--- src/lpd_map.svh ---
// Constants of the pixel-link deserializer: bit counts, field positions,
// lock and stall figures, timing.
// Assumes it is included by its bare name wherever a figure is needed.
`ifndef LPD_MAP_SVH
`define LPD_MAP_SVH

// Lane geometry
`define LPD_BITS_PER_LANE 7
`define LPD_LANES_WIDE 4
`define LPD_LANES_NARROW 3

// Bit counter figures, four bits wide
`define LPD_FIRST_BIT 4'h0
`define LPD_LAST_BIT 4'h6
`define LPD_BIT_LIMIT 4'h7
`define LPD_RCLK_FALL_BIT 4'h4
`define LPD_STALL_BITS 4'he

// Consecutive good link periods before lock
`define LPD_LOCK_FRAMES 3'h4

// Lock deadline in its own unit, clock rate, and derived cycle count
`define LPD_LOCK_TIME_US 10000
`define LPD_CLOCK_KHZ 20000
`define LPD_LOCK_TIMEOUT_CYCLES ((`LPD_LOCK_TIME_US * `LPD_CLOCK_KHZ) / 1000)

// Control bit positions inside the wide word
`define LPD_SPARE_POS 23
`define LPD_HSYNC_POS 24
`define LPD_VSYNC_POS 25
`define LPD_VALID_POS 26

`endif

--- src/lpd_pkg.sv ---
// Types of the pixel-link deserializer.
// Assumes nothing beyond a SystemVerilog compiler.
`default_nettype none
package lpd_pkg;

    // Receiver operating states
    typedef enum logic [1:0] {
        ST_POWER_DOWN = 2'b00,
        ST_ACQUIRE = 2'b01,
        ST_LOCKED = 2'b10,
        ST_STALLED = 2'b11
    } lpd_state_t;

    // Position of a bit inside one lane period
    typedef logic [2:0] lpd_bit_index_t;

endpackage

`default_nettype wire

--- src/lpd_lane_if.sv ---
// Carrier between the deserializer core and one lane collector.
// Assumes one instance per data lane, all on the core clock.
`timescale 1ns/1ps
`default_nettype none

interface lpd_lane_if;
    logic sample; // Write the current bit this cycle
    lpd_pkg::lpd_bit_index_t bit_index; // Where the bit lands
    logic serial_bit; // Synchronised lane level
    logic [6:0] bits; // Collected bits of the period

    // Core side drives the strobe, reads the bits
    modport ctrl (output sample, output bit_index, output serial_bit, input bits);
    // Collector side
    modport lane (input sample, input bit_index, input serial_bit, output bits);
endinterface

`default_nettype wire

--- src/lpd_lane_deser.sv ---
// One lane collector: drops each serial bit into its slot of a 7-bit word.
// Assumes the core gives a synchronised bit and its slot every cycle.
`timescale 1ns/1ps
`default_nettype none

module lpd_lane_deser (
    input wire logic clk_in,
    input wire logic rstn_in,
    input wire logic ce_in,
    lpd_lane_if.lane lane_io
);

    logic [6:0] bits; // Slots of the current period
    logic [6:0] next_bits;

    // Slot n takes serial bit n, fixed order every period
    always_comb begin
        next_bits = bits;
        if (lane_io.sample) begin
            next_bits[lane_io.bit_index] = lane_io.serial_bit;
        end
    end

    // Register only; frozen while the clock enable is low
    always_ff @(posedge clk_in or negedge rstn_in) begin
        if (!rstn_in) begin
            bits <= 7'h00;
        end else if (ce_in) begin
            bits <= next_bits;
        end
    end

    assign lane_io.bits = bits;

endmodule

`default_nettype wire

--- src/lpd_deserializer.sv ---
// Pixel-link receiver core: locks to the forwarded link clock lane and turns
// seven-bit lane periods into one parallel word per link period.
// Assumes CLOCK_IN runs at the serial bit rate, so that one link period is
// seven CLOCK_IN cycles, and that all link pins are asynchronous to it.
//
// Functional notes
// Wide variant: four lanes, 28-bit word
// Narrow variant: three lanes, 21-bit word
// Wide word: 24 colour, four control bits
// Lock internal timing to link clock lane
// Seven bits per lane per link period
// Deserialize only after lock achieved
// Outputs stable for falling recovered clock edge
// Power-down low forces low-power mode anytime
// Link clock lost: clocks stop, data holds
// Transmitter keeps link clock within range
// Dedicated clock lane is timing reference
// Power-down low drives outputs low
// Sample bit n mid-bit in period
// Lock acquired within ten milliseconds
// Bit n of lanes maps to output n
// Outputs invalid until lock after power-up
`timescale 1ns/1ps
`default_nettype none
`include "lpd_map.svh"

module lpd_deserializer #(
    parameter int LANES = `LPD_LANES_WIDE, // 4 wide, 3 narrow
    parameter int LOCK_TIMEOUT_CYCLES = `LPD_LOCK_TIMEOUT_CYCLES,
    localparam int WIDTH = `LPD_BITS_PER_LANE * LANES
) (
    input wire logic CLOCK_IN,
    input wire logic RSTN_IN,
    input wire logic CLK_EN_IN,
    input wire logic POWER_DOWN_N_IN,
    input wire logic LINK_CLOCK_IN,
    input wire logic [LANES-1:0] SERIAL_DATA_LANE_IN,
    output logic [WIDTH-1:0] PARALLEL_DATA_OUT,
    output logic RECOVERED_CLOCK_OUT,
    output logic LOCKED_OUT
);

    localparam int TIMER_W = $clog2(LOCK_TIMEOUT_CYCLES + 1);
    localparam logic [TIMER_W-1:0] TIMER_LAST = TIMER_W'(LOCK_TIMEOUT_CYCLES - 1);

    // Synchroniser stages; stage 1 feeds stage 2 only
    logic lclk_s1;
    logic lclk_s2;
    logic lclk_s3; // Delayed copy for edge finding
    logic pd_s1;
    logic pd_s2;
    logic [LANES-1:0] data_s1;
    logic [LANES-1:0] data_s2;
    logic next_lclk_s1;
    logic next_lclk_s2;
    logic next_lclk_s3;
    logic next_pd_s1;
    logic next_pd_s2;
    logic [LANES-1:0] next_data_s1;
    logic [LANES-1:0] next_data_s2;

    // Control state
    lpd_pkg::lpd_state_t state;
    lpd_pkg::lpd_state_t next_state;
    logic [3:0] bit_cnt; // Bit slot of last cycle, saturates at stall
    logic [3:0] next_bit; // Bit slot of this cycle
    logic [2:0] good_cnt; // Consecutive seven-bit link periods
    logic [2:0] next_good_cnt;
    logic [TIMER_W-1:0] timer; // Time spent hunting for lock
    logic [TIMER_W-1:0] next_timer;
    logic rclk;
    logic next_rclk;
    logic locked;
    logic next_locked;
    logic [WIDTH-1:0] out_word;
    logic [WIDTH-1:0] next_out_word;

    // Derived each cycle
    logic link_edge; // Rising edge of the clock lane
    logic period_ok; // Edge landed exactly after slot six
    logic [WIDTH-1:0] lane_word; // Collected bits of all lanes

    // Synchroniser next values: data and clock lane share the same delay,
    // so the bit slots stay aligned to the clock lane edge
    always_comb begin
        next_lclk_s1 = LINK_CLOCK_IN;
        next_lclk_s2 = lclk_s1;
        next_lclk_s3 = lclk_s2;
        next_pd_s1 = POWER_DOWN_N_IN;
        next_pd_s2 = pd_s1;
        next_data_s1 = SERIAL_DATA_LANE_IN;
        next_data_s2 = data_s1;
    end

    // Synchroniser registers; power-down reads as asserted out of reset
    always_ff @(posedge CLOCK_IN or negedge RSTN_IN) begin
        if (!RSTN_IN) begin
            lclk_s1 <= 1'b0;
            lclk_s2 <= 1'b0;
            lclk_s3 <= 1'b0;
            pd_s1 <= 1'b0;
            pd_s2 <= 1'b0;
            data_s1 <= '0;
            data_s2 <= '0;
        end else if (CLK_EN_IN) begin
            lclk_s1 <= next_lclk_s1;
            lclk_s2 <= next_lclk_s2;
            lclk_s3 <= next_lclk_s3;
            pd_s1 <= next_pd_s1;
            pd_s2 <= next_pd_s2;
            data_s1 <= next_data_s1;
            data_s2 <= next_data_s2;
        end
    end

    // The clock lane alone marks where a link period starts
    assign link_edge = lclk_s2 & ~lclk_s3;
    assign period_ok = link_edge && (bit_cnt == `LPD_LAST_BIT);

    // Bit slot of this cycle: zero at each clock lane edge, then one per
    // cycle; sampling each slot at mid-bit relies on the sample clock being
    // centred in the bit, which the common synchroniser delay preserves
    always_comb begin
        if (link_edge) begin
            next_bit = `LPD_FIRST_BIT;
        end else if (bit_cnt != `LPD_STALL_BITS) begin
            next_bit = bit_cnt + 4'h1;
        end else begin
            next_bit = bit_cnt; // No edges: counter parks
        end
    end

    // One collector per lane; lane g fills outputs 7g to 7g+6
    for (genvar g = 0; g < LANES; g++) begin : g_lane
        lpd_lane_if lane_bus ();

        // Only real slots are written, never the overrun ones
        assign lane_bus.sample = (next_bit < `LPD_BIT_LIMIT) && (state != lpd_pkg::ST_POWER_DOWN);
        assign lane_bus.bit_index = next_bit[2:0];
        assign lane_bus.serial_bit = data_s2[g];
        assign lane_word[g*`LPD_BITS_PER_LANE +: `LPD_BITS_PER_LANE] = lane_bus.bits;

        lpd_lane_deser u_lane (
            .clk_in(CLOCK_IN),
            .rstn_in(RSTN_IN),
            .ce_in(CLK_EN_IN),
            .lane_io(lane_bus.lane)
        );
    end

    // Receiver next state. The word carries colour and the control bits
    // (sync, pixel_valid, spare_control_bit) at fixed slots; this core does
    // not interpret them, which keeps both variants on one datapath
    always_comb begin
        next_state = state;
        next_good_cnt = good_cnt;
        next_timer = timer;
        next_rclk = rclk;
        next_locked = locked;
        next_out_word = out_word;
        case (state)
            lpd_pkg::ST_POWER_DOWN: begin
                // Leave only once the pin is released
                next_good_cnt = 3'h0;
                next_timer = '0;
                if (pd_s2) begin
                    next_state = lpd_pkg::ST_ACQUIRE;
                end
            end
            lpd_pkg::ST_ACQUIRE: begin
                // Count good periods; restart the hunt at the deadline
                next_locked = 1'b0;
                next_rclk = 1'b0; // No recovered clock while hunting
                if (timer == TIMER_LAST) begin
                    next_timer = '0;
                    next_good_cnt = 3'h0;
                end else begin
                    next_timer = timer + TIMER_W'(1);
                end
                if (period_ok) begin
                    if (good_cnt == `LPD_LOCK_FRAMES - 3'h1) begin
                        next_state = lpd_pkg::ST_LOCKED;
                        next_locked = 1'b1;
                        next_good_cnt = 3'h0;
                    end else begin
                        next_good_cnt = good_cnt + 3'h1;
                    end
                end else if (link_edge) begin
                    next_good_cnt = 3'h0; // Wrong period length
                end
            end
            lpd_pkg::ST_LOCKED: begin
                // Rises with each new word, falls four slots later, so the
                // word is steady at the falling edge; the period that ends
                // at the lock edge brings no word, so it brings no pulse
                if (next_bit == `LPD_FIRST_BIT) begin
                    next_rclk = 1'b1;
                end else if (next_bit == `LPD_RCLK_FALL_BIT) begin
                    next_rclk = 1'b0;
                end
                if (period_ok) begin
                    next_out_word = lane_word;
                end else if (link_edge) begin
                    // Broken period: keep the last word, hunt again
                    next_state = lpd_pkg::ST_ACQUIRE;
                    next_locked = 1'b0;
                    next_rclk = 1'b0; // No pulse for a word not taken
                end else if (next_bit == `LPD_STALL_BITS) begin
                    next_state = lpd_pkg::ST_STALLED;
                end
            end
            lpd_pkg::ST_STALLED: begin
                // Clock lane gone: recovered clock and data freeze
                if (link_edge) begin
                    next_state = lpd_pkg::ST_ACQUIRE;
                    next_locked = 1'b0;
                end
            end
            default: begin
                next_state = lpd_pkg::ST_POWER_DOWN;
            end
        endcase
        // Power-down overrides everything, whatever the link does
        if (!pd_s2) begin
            next_state = lpd_pkg::ST_POWER_DOWN;
            next_rclk = 1'b0;
            next_locked = 1'b0;
            next_out_word = '0;
        end
    end

    // Receiver registers; the bit counter sits here too
    always_ff @(posedge CLOCK_IN or negedge RSTN_IN) begin
        if (!RSTN_IN) begin
            state <= lpd_pkg::ST_POWER_DOWN;
            bit_cnt <= `LPD_STALL_BITS;
            good_cnt <= 3'h0;
            timer <= '0;
            rclk <= 1'b0;
            locked <= 1'b0;
            out_word <= '0;
        end else if (CLK_EN_IN) begin
            state <= next_state;
            bit_cnt <= next_bit;
            good_cnt <= next_good_cnt;
            timer <= next_timer;
            rclk <= next_rclk;
            locked <= next_locked;
            out_word <= next_out_word;
        end
    end

    // Outputs straight from registers
    assign PARALLEL_DATA_OUT = out_word;
    assign RECOVERED_CLOCK_OUT = rclk;
    assign LOCKED_OUT = locked;

endmodule

`default_nettype wire

--- config.mk ---
export PLATFORM = sky130hd
export DESIGN_NAME = lpd_deserializer
export DESIGN_NICKNAME = d
export VERILOG_FILES = /design/src/lpd_pkg.sv /design/src/lpd_lane_if.sv /design/src/lpd_lane_deser.sv /design/src/lpd_deserializer.sv
export VERILOG_INCLUDE_DIRS = /design/src
export SDC_FILE = /design/constraint.sdc
export NUM_CORES = 1
export LEC_CHECK = 0
export BUFFER_PORTS_ARGS = -buffer_cell sky130_fd_sc_hd__buf_2
export CORE_ASPECT_RATIO = 0.75
export CORE_UTILIZATION = 64
export DETAILED_ROUTE_END_ITERATION = 7
export PLACE_DENSITY = 0.85
export RECOVER_POWER = 25
export SLEW_MARGIN = 20
export SYNTH_ARGS = -nofsm -noshare
export SYNTH_HDL_FRONTEND = slang
export SYNTH_SLANG_ARGS = --single-unit
--- constraint.sdc ---
create_clock -name CLOCK_IN -period 4.82 [get_ports CLOCK_IN]
set_input_delay 0.241 -clock CLOCK_IN [delete_from_list [all_inputs] [get_ports CLOCK_IN]]
set_output_delay 0.241 -clock CLOCK_IN [all_outputs]
set_load 0.02 [all_outputs]
==> results by group <==
Global route
  • Vias in the first global route: 2735
  • Antenna violations before repair: 0
  • First-pass GRT wire length: 14.0 mm
  • Largest net degree at the start of global routing: 71
  • Total track usage: 25.8%
  • Gr ovfl total: 0

Route
  • Drt drc: 4
  • Final WL: 8.68 mm
  • DRT Pass-1 Iters: 7
  • Antenna-violating nets left: 0
  • Iter 0 DRT Violations: 262
  • Routed length per instance: 18.0 um
  • DR vias: 2987
  • Via-to-Cell Ratio: 6.21

Logic synthesis
  • Post-synth EDFFs: 0
  • Proportion of synthesized area in mux cells: 12.5%
  • Post-synthesis adder-cell area fraction: 2.28%
  • Sequential-to-total area share from yosys stat: 55.8%
  • Yosys cell types: 57
  • Post-Syn Area per Cell: 12.3 sq um
  • Mapped cell area: 4400 sq um
  • Synth Register Bits: 98
  • Ys flop type: dfrtp_1
  • Yosys warns: 0
  • Ys async rst share: 100%
  • Synth Area in XOR/XNOR: 1.59%
  • Cell count after synthesis: 358
  • Largest family of logic cells by synthesized area: compound AO/OA/AOI/OAI gates
  • Synth Area in Compound Gates: 13.4%
  • Syn Nets: 375
  • Post-Synth Simple-Gate Area: 12.4%

Worst hold path
  • Tightest Hold Check Type: input pin to flip-flop

Layout
  • Number of fill cells in the layout: 439
  • Most common library cell in the layout ignoring fill and taps: dfrtp_1
  • Syn-to-layout area delta: 9.67%
  • Final Cell Area: 4820 sq um
  • ANT cells: 0
  • NumNets Final: 412
  • Layout cells sized above 1: 24.3%
  • Most frequent cells in the layout: dfrtp_1, mux2_2, a22o_1

STA
  • Fin Setup TNS: 0 ns
  • Final hold vios: 0
  • Max Freq: 357 MHz
  • Setup Viol. Count Final: 0
  • Fin. max-slew vios: 30
  • Max_slew headroom: -2.50%
  • Worst-margin pin slew: 1.54 ns
  • Final worst path period share: 58.1%
  • Final min period: 2.80 ns
  • Max Clock Skew: 0.0126 ns
  • RSZ-0062 raised after global routing: no

Pwr
  • Power Density: 443 nW/um^2
  • Pleak: 0.00218 uW
  • PnR Total Power: 2140 uW
  • Max VDD drop: 345 uV

Critical path
  • Crit. End Element: flip-flop
  • Critical path startpoint category: input pin
  • Critical path class: input pin to flip-flop
  • Worst-path maximum fanout: 27
  • CP Data Arrival Time: 3.05 ns
  • R2R Setup Slk: 2.07 ns
  • CP required: 5.07 ns

CTS
  • CTS Sinks: 98
  • Clock Tree Buf Depth: 2
  • Root Driver: clkbuf_8
  • Num CTS Buffers: 9
  • CTS tree: yes
  • Clock Pin Slew Worst Setup and Hold Paths: 0.10 ns
  • Worst skew pair latency: 0.37 ns
  • H-Tree Depth: 3

Placement
  • Placer's final routability congestion estimate: 0.848
  • Dpl cell area: 4650 sq um
  • Port Buffer Count: 38
  • DP HPWL: 5.90 mm

Floorplan
  • Die width: 97.7 um
  • Starting Density: 67.9%
  • Core area: 6470 sq um
  • # IOs: 39
  • Num rows: 25
  • Die H: 73.8 um
  • Die ar.: 7210 sq um

Flow run
  • Number of max-cap violations: 1

Outcome
  • Failing checks: DRC, capacitance limit, slew limit
  • Status: complete, but fails checks
==> where the power goes <==
part,switching [uW],internal [uW]
Combinational,297,238
Clock,301,196
Sequential,125,980
==> final cells by class <==
type,count,area (sq um),share of cell area (%)
clock inverters,7,60.1,1.24
well taps,81,101,2.10
clock buffers,9,124,2.57
flip-flops and latches,98,2460,50.9
inverters,8,30.0,0.622
repair buffers,41,194,4.02
multi-input cells,237,1860,38.5
==> through the flow <==
step	hold WS (ns)	cells	setup WS [ns]	utilization [%]
global placement	0.181	464	2.31	71.9
finish	0.105	481	2.02	74.5
CTS	0.0917	481	2.10	74.9
floorplan	-0.0546	358	2.63	-
detailed placement	0.181	464	2.15	71.9
global route	0.0882	481	1.77	74.5
==> critical path: stages <==
cell      delay [ns]
clkbuf_1        0.98
o21ai_1         0.74
nor4_1          0.60
nand4_1         0.21
xor2_1          0.22
nor2_1          0.05
==> cell usage after synthesis, drive strengths merged, types with 3 or more instances <==
cell / count / area share [%]
xnor2: 6 / 1.2
mux2i: 4 / 0.91
and3: 4 / 0.57
a22o: 28 / 5.6
buf: 4 / 0.40
mux2: 45 / 12
nor4: 3 / 0.57
a21oi: 5 / 0.57
o21ai: 15 / 1.8
dfrtp: 95 / 54
inv: 8 / 0.68
dfstp: 3 / 1.8
ha: 8 / 2.3
nand4: 6 / 0.85
o2bb2ai: 3 / 0.60
nand3: 12 / 1.4
or3: 3 / 0.43
nor3: 8 / 0.91
nor2: 21 / 1.8
a21o: 3 / 0.51
nand2b: 6 / 0.85
o31ai: 3 / 0.51
nand2: 19 / 1.6
clkbuf: 11 / 0.94
==> path summary, 6_finish.rpt <==
check / from / endpoint / depth (start not counted)
worst min-delay path: SERIAL_DATA_LANE_IN[2] / data_s1[2] / 2
min in group asynchronous: RSTN_IN / timer[13] / 2
max in group asynchronous: RSTN_IN / bit_cnt[0] / 3
worst max register to register: bit_cnt[1] / g_lane[3].u_lane.lane_io.bits[0] / 6
worst min register to register: g_lane[2].u_lane.lane_io.bits[3] / PARALLEL_DATA_OUT[17] / 1
worst max-delay path: CLK_EN_IN / timer[11] / 6
==> state kept, by name, summed over array words and instances (netlist names), 2 cells and up <==
register and flops:
data_s1 4, data_s2 4, good_cnt 3, state 2
timer 18, bit_cnt 4, PARALLEL_DATA_OUT 28, g_lane.u_lane.lane_io.bits 28
==> per-layer routing <==
| metal | wire, um | global-route usage [%] | vias up |
|---|---|---|---|
| met5 | 0 | 0 | - |
| met4 | 113 | 8.08 | 0 |
| met3 | 492 | 6.09 | 11 |
| met2 | 3910 | 39.9 | 95 |
| met1 | 4160 | 36.9 | 1480 |
| li1 | - | - | 1401 |
==> repair_timing <==
action,CTS,global route
hold buffers,1,0
buffers inserted,0,0
hold endpoints to repair,25,0
gates resized for setup,0,0
==> cell families after synthesis <==
family,after synthesis
DFF,98
xor gates and xnor gates,8
AOI/OAI and AO/OA,74
muxes,49
adders and majority gates,8
and+or+nand+nor,98
buffers and inverters,23
Note: power is estimated with default switching activity, not from simulation.
